File: src/pkg/irq_ctrl_map.vh
// register map, field positions and vector constants for the interrupt controller
// Overview of operation
// RQ1: wake only if enabled before sleep, clockless
// RQ2: wake jumps to vector only with global enable
// RQ3: instruction after sleep runs before vector
// RQ4: edge select one rising, zero falling
// RQ5: valid edge sets flag, vectors when enabled
// RQ6: push only return pc on entry
// RQ7: load pc with vector, upper latch untouched
// RQ8: flags set regardless of any enable; the port change flag here still needs its pin change enable bit
// RQ9: global enable gates all interrupts
// RQ10: peripheral group enable gates peripheral interrupts
// RQ11: timer overflow flag bit 2, enable 5
// RQ12: external edge flag bit 1, enable 4
// RQ13: port change flag bit 0, enable 3
// RQ14: port change needs per-pin change enables
// RQ15: reset leaves timer count unchanged
// RQ16: converter done flag set every conversion
// RQ17: software alone clears converter done flag
// RQ18: converter wakes sleep only on rc clock
// RQ19: both enables clear resume in-line after wake
// RQ20: request is global and of gated pairs
`ifndef IRQ_CTRL_MAP_VH
`define IRQ_CTRL_MAP_VH

`define ADDR_INTERRUPT_CONTROL 12'h000
`define ADDR_PERIPHERAL_FLAG 12'h004
`define ADDR_PERIPHERAL_ENABLE 12'h008
`define ADDR_PIN_CHANGE_ENABLE 12'h00C
`define ADDR_OPTION 12'h010
`define ADDR_CORE_STATUS 12'h014

`define RST_INTERRUPT_CONTROL 8'h00
`define RST_BYTE 8'h00

`define BIT_GLOBAL_IRQ_ENABLE 7
`define BIT_PERIPHERAL_GROUP_ENABLE 6
`define BIT_TIMER_OVERFLOW_ENABLE 5
`define BIT_EXT_EDGE_ENABLE 4
`define BIT_PORT_CHANGE_ENABLE 3
`define BIT_TIMER_OVERFLOW_FLAG 2
`define BIT_EXT_EDGE_FLAG 1
`define BIT_PORT_CHANGE_FLAG 0

`define BIT_CONVERTER_DONE 6
`define BIT_EDGE_SELECT 6
`define BIT_CONVERTER_RC_CLOCK 0

`define IRQ_VECTOR 13'h0004
`define PC_WIDTH 13

`endif

File: src/design/edge_detect.v
// external pin edge detector with selectable polarity
`timescale 1ns/1ps
module edge_detect (
  input wire pclk,
  input wire presetn,
  input wire pin,
  input wire rising_sel,
  output wire edge_seen
);
  reg pin_q;
  always @(posedge pclk or negedge presetn) begin
    if (!presetn) begin
      pin_q <= 1'b0;
    end else begin
      pin_q <= pin;
    end
  end
  // rising when select is one, falling when zero
  assign edge_seen = rising_sel ? (pin & ~pin_q) : (~pin & pin_q); // see RQ4
endmodule

File: src/design/interrupt_control_and_wake.v
// interrupt control, vectoring and sleep wake logic with apb registers
`timescale 1ns/1ps
`include "irq_ctrl_map.vh"
module interrupt_control_and_wake (
  input wire pclk,
  input wire presetn,
  input wire psel,
  input wire penable,
  input wire pwrite,
  input wire [11:0] paddr,
  input wire [31:0] pwdata,
  output reg [31:0] prdata,
  output reg pready,
  output reg pslverr,
  input wire timer_overflow,
  input wire ext_pin,
  input wire [7:0] port_pins,
  input wire converter_done,
  input wire sleep_req,
  input wire instr_retire,
  input wire [12:0] return_pc,
  output reg sleeping,
  output reg wake,
  output reg irq_req,
  output reg push_req,
  output reg [12:0] push_data,
  output reg pc_load,
  output reg [12:0] pc_value
);
  localparam ST_RUN = 2'd0;
  localparam ST_SLEEP = 2'd1;
  localparam ST_POST = 2'd2;
  localparam ST_VECTOR = 2'd3;

  reg [7:0] interrupt_control;
  reg [7:0] peripheral_flag_reg;
  reg [7:0] peripheral_enable_reg;
  reg [7:0] pin_change_enable_reg;
  reg [7:0] option_reg;
  reg [7:0] port_q;
  reg [7:0] sleep_enables;
  reg [7:0] sleep_periph_enables;
  reg [1:0] state;
  reg [1:0] next_state;
  wire edge_seen;
  wire [7:0] pin_changed;
  wire port_change_event;
  wire wr_strobe;
  wire rd_access;
  wire addr_hit;
  wire wr_ictl;
  wire wr_pflag;
  wire [7:0] next_ictl;
  wire [7:0] next_pflag;
  wire core_pending;
  wire periph_pending;
  wire pending;
  wire wake_src;
  wire take_irq;

  edge_detect u_edge (
    .pclk(pclk),
    .presetn(presetn),
    .pin(ext_pin),
    .rising_sel(option_reg[`BIT_EDGE_SELECT]),
    .edge_seen(edge_seen)
  );

  // per-pin change detect; unmonitored pins never raise the flag
  genvar gi;
  generate
    for (gi = 0; gi < 8; gi = gi + 1) begin : g_pin
      assign pin_changed[gi] = (port_pins[gi] ^ port_q[gi]) &
        pin_change_enable_reg[gi]; // see RQ14
    end
  endgenerate
  assign port_change_event = |pin_changed; // see RQ13

  always @(posedge pclk or negedge presetn) begin
    if (!presetn) begin
      port_q <= 8'h00;
    end else begin
      port_q <= port_pins;
    end
  end

  // apb decode: zero wait state, every access answered in its access phase
  assign wr_strobe = psel & penable & pwrite;
  assign rd_access = psel & ~pwrite;
  assign addr_hit = (paddr == `ADDR_INTERRUPT_CONTROL) | (paddr == `ADDR_PERIPHERAL_FLAG) |
    (paddr == `ADDR_PERIPHERAL_ENABLE) | (paddr == `ADDR_PIN_CHANGE_ENABLE) |
    (paddr == `ADDR_OPTION) | (paddr == `ADDR_CORE_STATUS);
  assign wr_ictl = wr_strobe & (paddr == `ADDR_INTERRUPT_CONTROL);
  assign wr_pflag = wr_strobe & (paddr == `ADDR_PERIPHERAL_FLAG);

  // hardware sets win over a software write in the same cycle
  assign next_ictl = {
    (wr_ictl ? pwdata[7:3] : interrupt_control[7:3]),
    (wr_ictl ? pwdata[2] : interrupt_control[2]) | timer_overflow, // see RQ11 RQ8
    (wr_ictl ? pwdata[1] : interrupt_control[1]) | edge_seen, // see RQ12 RQ5 RQ8
    (wr_ictl ? pwdata[0] : interrupt_control[0]) | port_change_event // see RQ13 RQ8
  };
  // converter done only ever set here; clearing is software's job
  assign next_pflag = {
    (wr_pflag ? pwdata[7] : peripheral_flag_reg[7]),
    (wr_pflag ? pwdata[6] : peripheral_flag_reg[6]) | converter_done, // see RQ16 RQ17
    (wr_pflag ? pwdata[5:0] : peripheral_flag_reg[5:0])
  };

  always @(posedge pclk or negedge presetn) begin
    if (!presetn) begin
      interrupt_control <= `RST_INTERRUPT_CONTROL;
      peripheral_flag_reg <= `RST_BYTE;
      peripheral_enable_reg <= `RST_BYTE;
      pin_change_enable_reg <= `RST_BYTE;
      option_reg <= `RST_BYTE;
    end else begin
      interrupt_control <= next_ictl;
      peripheral_flag_reg <= next_pflag;
      if (wr_strobe && paddr == `ADDR_PERIPHERAL_ENABLE) begin
        peripheral_enable_reg <= pwdata[7:0];
      end
      if (wr_strobe && paddr == `ADDR_PIN_CHANGE_ENABLE) begin
        pin_change_enable_reg <= pwdata[7:0];
      end
      if (wr_strobe && paddr == `ADDR_OPTION) begin
        option_reg <= pwdata[7:0];
      end
    end
  end

  always @(posedge pclk or negedge presetn) begin
    if (!presetn) begin
      prdata <= 32'h0000_0000;
      pready <= 1'b0;
      pslverr <= 1'b0;
    end else begin
      pready <= psel & ~penable;
      pslverr <= psel & ~penable & ~addr_hit;
      prdata <= 32'h0000_0000;
      if (rd_access && !penable) begin
        case (paddr)
          `ADDR_INTERRUPT_CONTROL: prdata <= {24'h00_0000, interrupt_control};
          `ADDR_PERIPHERAL_FLAG: prdata <= {24'h00_0000, peripheral_flag_reg};
          `ADDR_PERIPHERAL_ENABLE: prdata <= {24'h00_0000, peripheral_enable_reg};
          `ADDR_PIN_CHANGE_ENABLE: prdata <= {24'h00_0000, pin_change_enable_reg};
          `ADDR_OPTION: prdata <= {24'h00_0000, option_reg};
          `ADDR_CORE_STATUS: prdata <= {28'h000_0000, state, irq_req, sleeping};
          default: prdata <= 32'h0000_0000;
        endcase
      end
    end
  end

  // request: global and (core pairs or group-gated peripheral pairs)
  assign core_pending =
    (interrupt_control[`BIT_TIMER_OVERFLOW_FLAG] & interrupt_control[`BIT_TIMER_OVERFLOW_ENABLE]) |
    (interrupt_control[`BIT_EXT_EDGE_FLAG] & interrupt_control[`BIT_EXT_EDGE_ENABLE]) |
    (interrupt_control[`BIT_PORT_CHANGE_FLAG] & interrupt_control[`BIT_PORT_CHANGE_ENABLE]);
  assign periph_pending = interrupt_control[`BIT_PERIPHERAL_GROUP_ENABLE] &
    |(peripheral_flag_reg & peripheral_enable_reg); // see RQ10 RQ20
  assign pending = interrupt_control[`BIT_GLOBAL_IRQ_ENABLE] &
    (core_pending | periph_pending); // see RQ9 RQ20

  // wake uses enables latched at sleep entry; only clockless sources count:
  // the edge pin, the port change and the converter on its rc clock
  assign wake_src =
    (interrupt_control[`BIT_EXT_EDGE_FLAG] & sleep_enables[`BIT_EXT_EDGE_ENABLE]) |
    (interrupt_control[`BIT_PORT_CHANGE_FLAG] & sleep_enables[`BIT_PORT_CHANGE_ENABLE]) |
    (peripheral_flag_reg[`BIT_CONVERTER_DONE] & sleep_periph_enables[`BIT_CONVERTER_DONE] &
     option_reg[`BIT_CONVERTER_RC_CLOCK]); // see RQ1 RQ18

  assign take_irq = (state == ST_RUN) & pending & ~sleep_req;

  always @* begin
    next_state = state;
    case (state)
      ST_RUN: begin
        if (take_irq) begin
          next_state = ST_VECTOR;
        end else if (sleep_req) begin
          next_state = ST_SLEEP;
        end
      end
      ST_SLEEP: begin
        if (wake_src) begin
          next_state = ST_POST;
        end
      end
      ST_POST: begin
        // the instruction after sleep retires first, then vector if allowed
        if (instr_retire) begin
          next_state = pending ? ST_VECTOR : ST_RUN; // see RQ3 RQ2 RQ19
        end
      end
      ST_VECTOR: next_state = ST_RUN;
      default: next_state = ST_RUN;
    endcase
  end

  // timer count lives outside; this reset touches only control state
  always @(posedge pclk or negedge presetn) begin
    if (!presetn) begin
      state <= ST_RUN;
      sleep_enables <= 8'h00;
      sleep_periph_enables <= 8'h00;
      sleeping <= 1'b0;
      wake <= 1'b0;
      irq_req <= 1'b0;
      push_req <= 1'b0;
      push_data <= 13'h0000;
      pc_load <= 1'b0;
      pc_value <= 13'h0000;
    end else begin
      state <= next_state; // see RQ15
      if (state == ST_RUN && sleep_req) begin
        sleep_enables <= interrupt_control; // see RQ1
        sleep_periph_enables <= peripheral_enable_reg;
      end
      sleeping <= (next_state == ST_SLEEP);
      wake <= (state == ST_SLEEP) & wake_src;
      irq_req <= pending;
      // entry: push only the return pc, load vector, upper latch left alone
      push_req <= (next_state == ST_VECTOR) & (state != ST_VECTOR); // see RQ6
      push_data <= return_pc; // see RQ6
      pc_load <= (next_state == ST_VECTOR) & (state != ST_VECTOR); // see RQ7
      pc_value <= `IRQ_VECTOR; // see RQ7
    end
  end
endmodule

File: config.mk
export PLATFORM = sky130hd
export DESIGN_NAME = interrupt_control_and_wake
export DESIGN_NICKNAME = d
export VERILOG_FILES = /design/src/design/edge_detect.v /design/src/design/interrupt_control_and_wake.v
export VERILOG_INCLUDE_DIRS = /design/src /design/src/pkg
export SDC_FILE = /design/constraint.sdc
export NUM_CORES = 1
export LEC_CHECK = 0
export BUFFER_PORTS_ARGS = -buffer_cell sky130_fd_sc_hd__buf_4
export CORE_MARGIN = 2
export CORE_UTILIZATION = 49
export CTS_CLUSTER_DIAMETER = 30
export DETAILED_ROUTE_END_ITERATION = 10
export GPL_ROUTABILITY_DRIVEN = 0
export PLACE_DENSITY = 0.84
export SYNTH_ARGS = -nofsm -noshare
export SYNTH_HDL_FRONTEND = slang
export SYNTH_HIERARCHICAL = 1
export SYNTH_SLANG_ARGS = --single-unit
File: constraint.sdc
create_clock -name pclk -period 1.6 [get_ports pclk]
set_input_delay 0.08 -clock pclk [delete_from_list [all_inputs] [get_ports pclk]]
set_output_delay 0.08 -clock pclk [all_outputs]
set_load 0.01 [all_outputs]
Yosys cells after proc, flatten, opt, wreduce, memory -nomap -nowiden
Index checks and enable logic that the tools add are counted.
Widths: inputs -> output; s select.
{ "classes": {"eq_ne": 11, "n_mux": 13, "bitwise_logic": 59, "reduce_logical": 10} }
{ "op_table": {"columns": ["operator", "n"], "rows": [
  ["$pmux 8 s6", 1],
  ["$and 1x1->1", 30],
  ["$eq 12x4->1 const B", 2],
  ["$eq 12x5->1 const B", 2],
  ["$reduce_or 8->1", 2],
  ["$or 1x1->1", 14],
  ["$eq 12x3->1 const B", 1],
  ["$logic_not 12->1", 1],
  ["$mux 2", 5],
  ["$and 8x8->8", 1],
  ["$mux 8", 1],
  ["$pmux 2 s4", 1],
  ["$xor 1x1->1", 8],
  ["$eq 2x2->1 const B", 3],
  ["$not 1->1", 6],
  ["$logic_and 1x1->1", 5],
  ["$mux 1", 5],
  ["$eq 2x1->1 const B", 2],
  ["$logic_not 2->1", 1],
  ["$ne 2x2->1 const B", 1],
  ["$logic_not 1->1", 1]
]} }
{ "totals": {"regBits": 115, "inputBits": 75, "out_inout_bits": 65} }

Longest topological paths before layout
Gate-level depths: netlist of run 1.
{ "logic_depth": {"word_depth": 11, "mapped_depth": 6, "ltp_nobuf": 4} }

Modules after synthesis
Netlist of run 1, hierarchy kept.
{ "modules_own_cells": {"columns": ["module", "instances", "cells_each", "area_each_um2", "seq_area_each_um2"], "rows": [
  ["interrupt_control_and_wake", 1, 286, 3681.0, 2026.9],
  ["edge_detect", 1, 4, 47.5, 25.0]
]} }

Least setup slack after synthesis of run 1
No wires, ideal clock.
{ "synth_path": {"kind": "input port to flip-flop", "startpoint": "in paddr[5]", "endpoint": "reg peripheral_enable_reg[0]", "setup_time_ps": 125, "t_arrival_ps": 1349, "required_ps": 1475, "slack_ps": 126, "cell_stages": 4, "n_path_buf": 0, "cell_sequence": "nor3_1 -> nand4_2 -> nor3b_4 -> mux2_2"} }
{ "synth_via": {"elab_chain_cells": 2} }
{ "synth_lines": {"columns": ["item", "line_no", "source"], "rows": [
  ["start: declaration", "interrupt_control_and_wake.v:10", "input wire [11:0] paddr,"],
  ["$eq 12x4->1", null, null],
  ["$logic_and 1x1->1 (no line)", null, null],
  ["end signal: assignment", "interrupt_control_and_wake.v:114", "peripheral_enable_reg <= `RST_BYTE;"],
  ["end signal: assignment", "interrupt_control_and_wake.v:121", "peripheral_enable_reg <= pwdata[7:0];"],
  ["end: declaration", "interrupt_control_and_wake.v:37", "reg [7:0] peripheral_enable_reg;"]
]} }
Every way passes these cells.
A chain may end at the register's enable or synchronous reset.

Final worst setup path of run 1
{ "layout_path": {"startpoint": "reg interrupt_control[2]", "endpoint": "reg state[1]"} }
{ "layout_via": {"elab_chain_cells": 9, "word_cells_on_any_way": 11} }
{ "layout_lines": {"columns": ["item", "line_no", "source"], "rows": [
  ["start: declaration", "interrupt_control_and_wake.v:35", "reg [7:0] interrupt_control;"],
  ["start signal: assignment", "interrupt_control_and_wake.v:112", "interrupt_control <= `RST_INTERRUPT_CONTROL;"],
  ["start signal: assignment", "interrupt_control_and_wake.v:118", "interrupt_control <= next_ictl;"],
  ["$and 1x1->1 (*)", "interrupt_control_and_wake.v:157", "(interrupt_control[`BIT_TIMER_OVERFLOW_FLAG] & interrupt_control[`BIT_TIMER_OVERFLOW_ENABLE]) |"],
  ["$or 1x1->1 (*) (2 in series)", "interrupt_control_and_wake.v:157", null],
  ["$or 1x1->1 (*)", "interrupt_control_and_wake.v:163", "(core_pending | periph_pending);"],
  ["$and 1x1->1 (*)", "interrupt_control_and_wake.v:162", "assign pending = interrupt_control[`BIT_GLOBAL_IRQ_ENABLE] &"],
  ["$and 1x1->1 (2 in series)", "interrupt_control_and_wake.v:173", "assign take_irq = (state == ST_RUN) & pending & ~sleep_req;"],
  ["$mux 2", "interrupt_control_and_wake.v:179", "if (take_irq) begin"],
  ["$pmux 2 s4 (*)", "interrupt_control_and_wake.v:177", "case (state)"],
  ["named net next_state[1]", "interrupt_control_and_wake.v:44", "reg [1:0] next_state;"],
  ["end signal: assignment", "interrupt_control_and_wake.v:215", "state <= next_state;"],
  ["end: declaration", "interrupt_control_and_wake.v:43", "reg [1:0] state;"]
]} }
Mark *: on every way through the listed nets, which the timed path passes. The rest lies on a longest branch.

==> results of run 1 <==
## layer usage
layer	global-route usage, %	vias up
li1	-	1209
met1	25.94	1320
met2	33.52	157
met5	0	-
met4	7.576	0
met3	5.145	18
## cell type report
type | count | area [um2]
clock inverters | 3 | 40.04
repair buffers | 122 | 1028
multi-input cells | 192 | 1473
flip-flops and latches | 82 | 2052
fillers | 560 | 2404
clock buffers | 12 | 145.1
inverters | 7 | 26.28
well taps | 99 | 123.9
## worst max-delay path, delay by kind of cell (launching register included)
family          cells  cell delay (ps)
flops               1              420
buf+inv             1              140
compound gates      2              590
simple gates        1              220
## worst max path at each step
stage	to	slack (ps)	cells after the start
after floorplan	peripheral_enable_reg[0]	130	4
after detailed placement	peripheral_enable_reg[2]	-20	6
final	state[1]	110	4
after CTS	state[1]	150	4
after global routing	state[1]	70	4
after global placement	peripheral_enable_reg[2]	-1	6
## logic make-up after synthesis
logic type | Yosys count | synth area share [%]
AOI/OAI and AO/OA | 42 | 8.322
other | 2 | 0.2014
and+or+nand+nor | 51 | 8.289
muxes | 54 | 17.28
buffers and inverters | 51 | 8.994
DFF | 82 | 55.03
xor gates and xnor gates | 8 | 1.879
## stage by stage
stage | hold WS [ps] | setup WS (ps)
after floorplan | -215.6 | 126.4
after global placement | -31.64 | -1.417
after detailed placement | -28.49 | -17.05
after CTS | 2.206 | 148.5
after global routing | 11.15 | 74.00
final | 13.91 | 114.3
## repair_timing
action,CTS,global route
endpoints found under the setup margin,0,0
hold buffers,29,1
hold endpoints to repair,118,1
## cell usage in the layout, fill, tap and decap left out, drive strengths merged, types with 2 or more instances in the layout
cell type    synthesis  routed
xor2                 8       8
conb                 2      37
clkbuf               3      12
nor4                 2       2
dfrtp               82      82
nand4                2       2
and3                 2       2
nand3                7       7
a2bb2oi              2       2
nor2b                2       2
o21a                 2       2
nand2                7       7
nor2                14      14
nand2b               6       6
mux2                43      43
mux2i                7       7
o22a                 4       4
a221oi               2       2
nor3                 3       3
a21oi                5       5
o21ai                6       6
buf                 41      92
mux4                 4       4
dlygate4sd3          0      30
inv                  7       7
a22o                 2       2
nand3b               2       2
a22oi               13      13
clkinv               0       2
## power breakdown
group / switching, mW / internal [mW] / leakage [nW]
Sequential: 0.0169 / 2.11 / 1.06
Combinational: 0.205 / 0.210 / 1.24
Clock: 0.683 / 0.751 / 0.0962
Total: 0.904 / 3.07 / 2.40
==> results.tsv, run 1 <==
stage	metric	value	unit
worst_hold_path	hp-class	input port to flop	
yosys	yosysMostFrequentCell	dfrtp_1	
worst_setup_path	max_stage_delay	480	ps
detailed_routing	drcViolationCount	0	
yosys	synthTopCellsByArea	dfrtp_1 (55%), mux2_2 (13%), buf_4 (7.4%), a22oi_1 (2.6%), mux4_2 (2.4%)	
cts	cts_buffers	9	
detailed_routing	wire_per_inst	15.42	um
power_and_ir_drop	power.leakage	2.399	nW
yosys	yosysSeqAreaShare	55.03	%
die	coreArea	7292	um2
yosys	ys_async_sr_fraction	100.0	%
yosys	synth_warnings	6	
die	pin_count	140	
detailed_routing	drtIter0Drc	206	
sta	skew	8.383	ps
finish	top_register	push_data	
worst_setup_path	critPathRequiredTime	1840	ps
placed_design	portBuffers	79	
finish	postLayoutCoreUtil	67.04	%
worst_setup_path	cp_slowest_cell	a222oi_1	
finish	diodes	0	
cts	cts_root_buf	clkbuf_8	
cts	cts_tree	done	
yosys	postSynthAreaPerCell	12.86	um2
placed_design	place_hpwl	5.948	mm
power_and_ir_drop	p_per_area	812.8	nW/um2
detailed_routing	vias	2704	
die	row_count	31	
yosys	netlist_area	3729	um2
global_routing	antenna_found_initial	0	
status	status	completed	
detailed_routing	wl_met3	647	um
finish	area_growth	31.11	%
power_and_ir_drop	vdd_drop_max	0.5962	mV
worst_setup_path	cp-end-kind	flop	
detailed_routing	detail-route-antenna-nets	0	
global_routing	grt_pass1_vias	2695	
worst_setup_path	crit_start	interrupt_control[2]	
yosys	synthFlopType	dfrtp_1	
job	max_cap_violations	0	
cts	clk_pin_slew	80	ps
finish	layout.cells.non_filler	517	
finish	largest_reg_flops	13	
worst_setup_path	critical_path_class	flop to flop	
worst_setup_path	ff2ff_setup_slack	110	ps
detailed_routing	routed_via_density	5.230	
global_routing	grt_pass1_wl	13.22	mm
worst_setup_path	timing.rr.end	state[1]	
yosys	syn_inst	290	
detailed_routing	met1_length	3.186	mm
yosys	ys_seq_elements	82	
worst_setup_path	startpoint_type	flop	
finish	design_area	4888	um2
global_routing	grt_usage	20.30	%
sta	fin_crit_sh	92.86	%
cts	htree_levels	3	
yosys	yosysTopAreaCellShare	55.03	%
worst_setup_path	rr_worst_depth	4	
placed_design	placed_cell_area	4403	um2
cts	post-cts-setup-buffers	0	
worst_setup_path	cp_max_fo	3	
power_and_ir_drop	total_power	3.973	mW
finish	fin_nets	489	
sta	fmax	673.1	MHz
detailed_routing	dr_wl_met2	3.990	mm
die	fp.dieW	91.23	um
yosys	yosys.area.top_type	dfrtp_1	
sta	period_minus_slack	1486	ps
yosys	synth_edf_count	0	
die	die-height	91.23	um
worst_setup_path	crit_arrival	1720	ps
worst_hold_path	min_to	peripheral_flag_reg[4]	
detailed_routing	highest_layer	met4	
cts	ctsResizeCount	0	
worst_hold_path	hold_start	pwdata[4]	
sta	tns	0	ps
sta	maxSlewViolCount	0	
global_routing	grt.overflow.total	0	
global_routing	grt_max_degree	41	
finish	drive_above_1_share	38.76	%
detailed_routing	firstDrtPassIters	5	
worst_hold_path	worstHoldPathCells	2	
yosys	synth_top_cells_by_count	dfrtp_1 (82), mux2_2 (43), buf_4 (37)	
cts	cts_buffer_depth	2	
die	die-area	8323	um2
worst_setup_path	worstReg2RegStart	interrupt_control[2]	
placed_design	dp.cells	472	
sta	setup_viol	0	
cts	clock_latency	350	ps
yosys	synth_cell_type_count	44	
sta	finalHoldViolCount	0	
sta	rsz0062_at_grt	no	
die	start_util	51.13	%
worst_setup_path	path_cells	a222oi_1, inv_1, nor3_1, o21ai_0	
detailed_routing	wl	7.973	mm
cts	cts.sinks	82	
Power figures use the tool's default switching activity.
==> run 2, diff against run 1 <==
CORE_UTILIZATION = 53   (was 49)
HOLD_SLACK_MARGIN = 0.15   (was default)
PLACE_DENSITY = 0.89   (was 0.84)
clock period = 1.8 ns   (was 1.6 ns; I/O delays follow)
==> run 2 against run 1 <==
Combinational power is 6.7% lower. Via count increased by 2.6%. Worst hold slack gained 200 ps.
==> results.tsv, run 2 (synthesis gave the netlist of run 1 again) <==
stage	metric	value	unit	change
die	start_util	54.88	%	+3.7 points
worst_setup_path	critPathRequiredTime	2040	ps	+200 ps
finish	design_area	5001	um2	+2.3%
detailed_routing	drtIter0Drc	263		+28%
worst_setup_path	startpoint_type	input port		
detailed_routing	vias	2775		+2.6%
detailed_routing	drcViolationCount	0		unchanged
finish	fin_nets	496		+1.4%
power_and_ir_drop	p_per_area	776.5	nW/um2	-4.5%
cts	cts_buffers	9		unchanged
sta	fin_ws	152.0	ps	+37.74 ps
power_and_ir_drop	switchingPower	0.8947	mW	-1.1%
power_and_ir_drop	total_power	3.883	mW	-2.3%
power_and_ir_drop	internal_power	2.989	mW	-2.6%
status	status	completed		
global_routing	grt.overflow.total	0		unchanged
power_and_ir_drop	clockPowerShare	41.4	%	+5.3 points
die	fp.dieW	87.88	um	-3.7%
worst_setup_path	rr_worst_depth	4		unchanged
detailed_routing	wire_per_inst	17.42	um	+13%
detailed_routing	wl	9.091	mm	+14%
die	coreArea	6794	um2	-6.8%
detailed_routing	routed_via_density	5.316		+1.6%
cts	post-cts-setup-buffers	0		unchanged
global_routing	grt_pass1_wl	14.28	mm	+8.0%
placed_design	placed_cell_area	4344	um2	-1.3%
worst_hold_path	hp-class	input port to asynchronous set/reset pin		
cts	cts_root_buf	clkbuf_8		
cts	clk_pin_slew	80	ps	about the same
global_routing	grt_usage	25.37	%	+5.1 points
sta	finalHoldViolCount	0		unchanged
power_and_ir_drop	power_frac_seq	48.6	%	-4.9 points
placed_design	place_hpwl	5.975	mm	+0.46%
die	row_count	30		-3.2%
job	max_cap_violations	0		unchanged
global_routing	antenna_found_initial	0		unchanged
placed_design	pre_cts_slack	124.2	ps	+141.3 ps
worst_setup_path	critical_path_class	input port to flop		
worst_setup_path	cp_max_fo	22		+19
power_and_ir_drop	switching_share	23.04	%	+0.28 points
sta	fin_crit_sh	91.55	%	
detailed_routing	detail-route-antenna-nets	0		unchanged
finish	area_growth	34.13	%	
cts	cts_tree	done		
die	die-height	87.88	um	-3.7%
worst_setup_path	worstReg2RegStart	interrupt_control[2]		
cts	cts_buffer_depth	2		unchanged
cts	clock_latency	360	ps	about the same
global_routing	grt_max_degree	36		-12%
global_routing	grt_pass1_vias	2859		+6.1%
sta	rsz0062_at_grt	no		
power_and_ir_drop	vdd_drop_max	0.6273	mV	+5.2%
worst_setup_path	ff2ff_setup_slack	180	ps	+70 ps
placed_design	portBuffers	79		unchanged
sta	fmax	606.8	MHz	
sta	max_slew.worst_pin.slew	542.7	ps	
finish	fillers	435		-22%
finish	top_register	push_data		
sta	setup_viol	0		unchanged
finish	diodes	0		unchanged
sta	tns	0	ps	unchanged
sta	maxSlewViolCount	0		unchanged
sta	slew_headroom	63.82	%	
power_and_ir_drop	power.leakage	2.442	nW	+1.8%
cts	htree_levels	3		unchanged
worst_setup_path	cp-end-kind	flop		
worst_setup_path	crit_start	paddr[2]		
die	pin_count	140		unchanged
die	die-area	7722	um2	-7.2%
finish	largest_reg_flops	13		unchanged
finish	final_common_cell	buf_4		
finish	drive_above_1_share	38.03	%	-0.73 points
sta	skew	9.073	ps	+0.6901 ps
worst_setup_path	crit_arrival	1890	ps	+170 ps
detailed_routing	firstDrtPassIters	4		-1
finish	postLayoutCoreUtil	73.61	%	+6.6 points
worst_setup_path	timing.rr.end	state[1]		
cts	cts.sinks	82		unchanged
power_and_ir_drop	comb_power_share	10.0	%	-0.5 points
sta	period_minus_slack	1648	ps	
finish	final_cell_mix	buf_4 (87), dfrtp_1 (82), mux2_2 (43)		
[run 2: cell type report]
type	count	area [um2]	share of cell area (%)
Tap cell	96	120.1	2.402
Inverter	7	26.28	0.5254
Clock buffer	9	123.9	2.477
Clock inverter	7	117.6	2.352
Sequential cell	82	2052	41.03
Timing Repair Buffer	129	1084	21.67
Multi-Input combinational cell	192	1478	29.55
[run 2: worst max-delay path by stage]
| stage | slack, ps | to |
|---|---|---|
| final | 150 | interrupt_control[2] |
| after floorplan | 320 | peripheral_enable_reg[0] |
| after global routing | 40 | state[1] |
| after global placement | 190 | peripheral_enable_reg[0] |
| after detailed placement | 120 | peripheral_enable_reg[0] |
| after CTS | 170 | interrupt_control[2] |
[run 2: layer usage]
metal  track usage, %  up-vias  wire, um
met2            43.53      144      4722
met5                0        -         0
met3            6.786       22       636
met1            30.16     1383      3495
met4            10.91        0       237
li1                 -     1226         -
[run 2: critical path, cell delays in order]
cell and delay, ps:
buf_4 200, nor4_1 310, and4_2 450, mux2i_1 220, nand2b_1 60, dlygate4sd3_1 550
[run 2: power groups by stage]
stage | logic, mW | registers (mW) | clock network, mW
finish | 0.387 | 1.89 | 1.61
global route | 0.424 | 1.89 | 1.71
CTS | 0.380 | 1.89 | 1.61
detailed placement | 0.311 | 1.92 | 0
global placement | 0.304 | 1.92 | 0
floorplan | 0.166 | 1.93 | 0
[run 2: timing repair]
action                                 in CTS  in global routing
gates resized for setup                     0                  1
setup endpoints to repair                   0                  1
endpoints found under the hold margin     157                  0
hold buffers                               41                  0
[run 2: per-stage QoR]
step,hold slack (ps),cells
final,213.3,522
after global routing,244.9,522
after CTS,209.4,522
after detailed placement,70.06,465
after global placement,72.58,465
after floorplan,-205.6,325
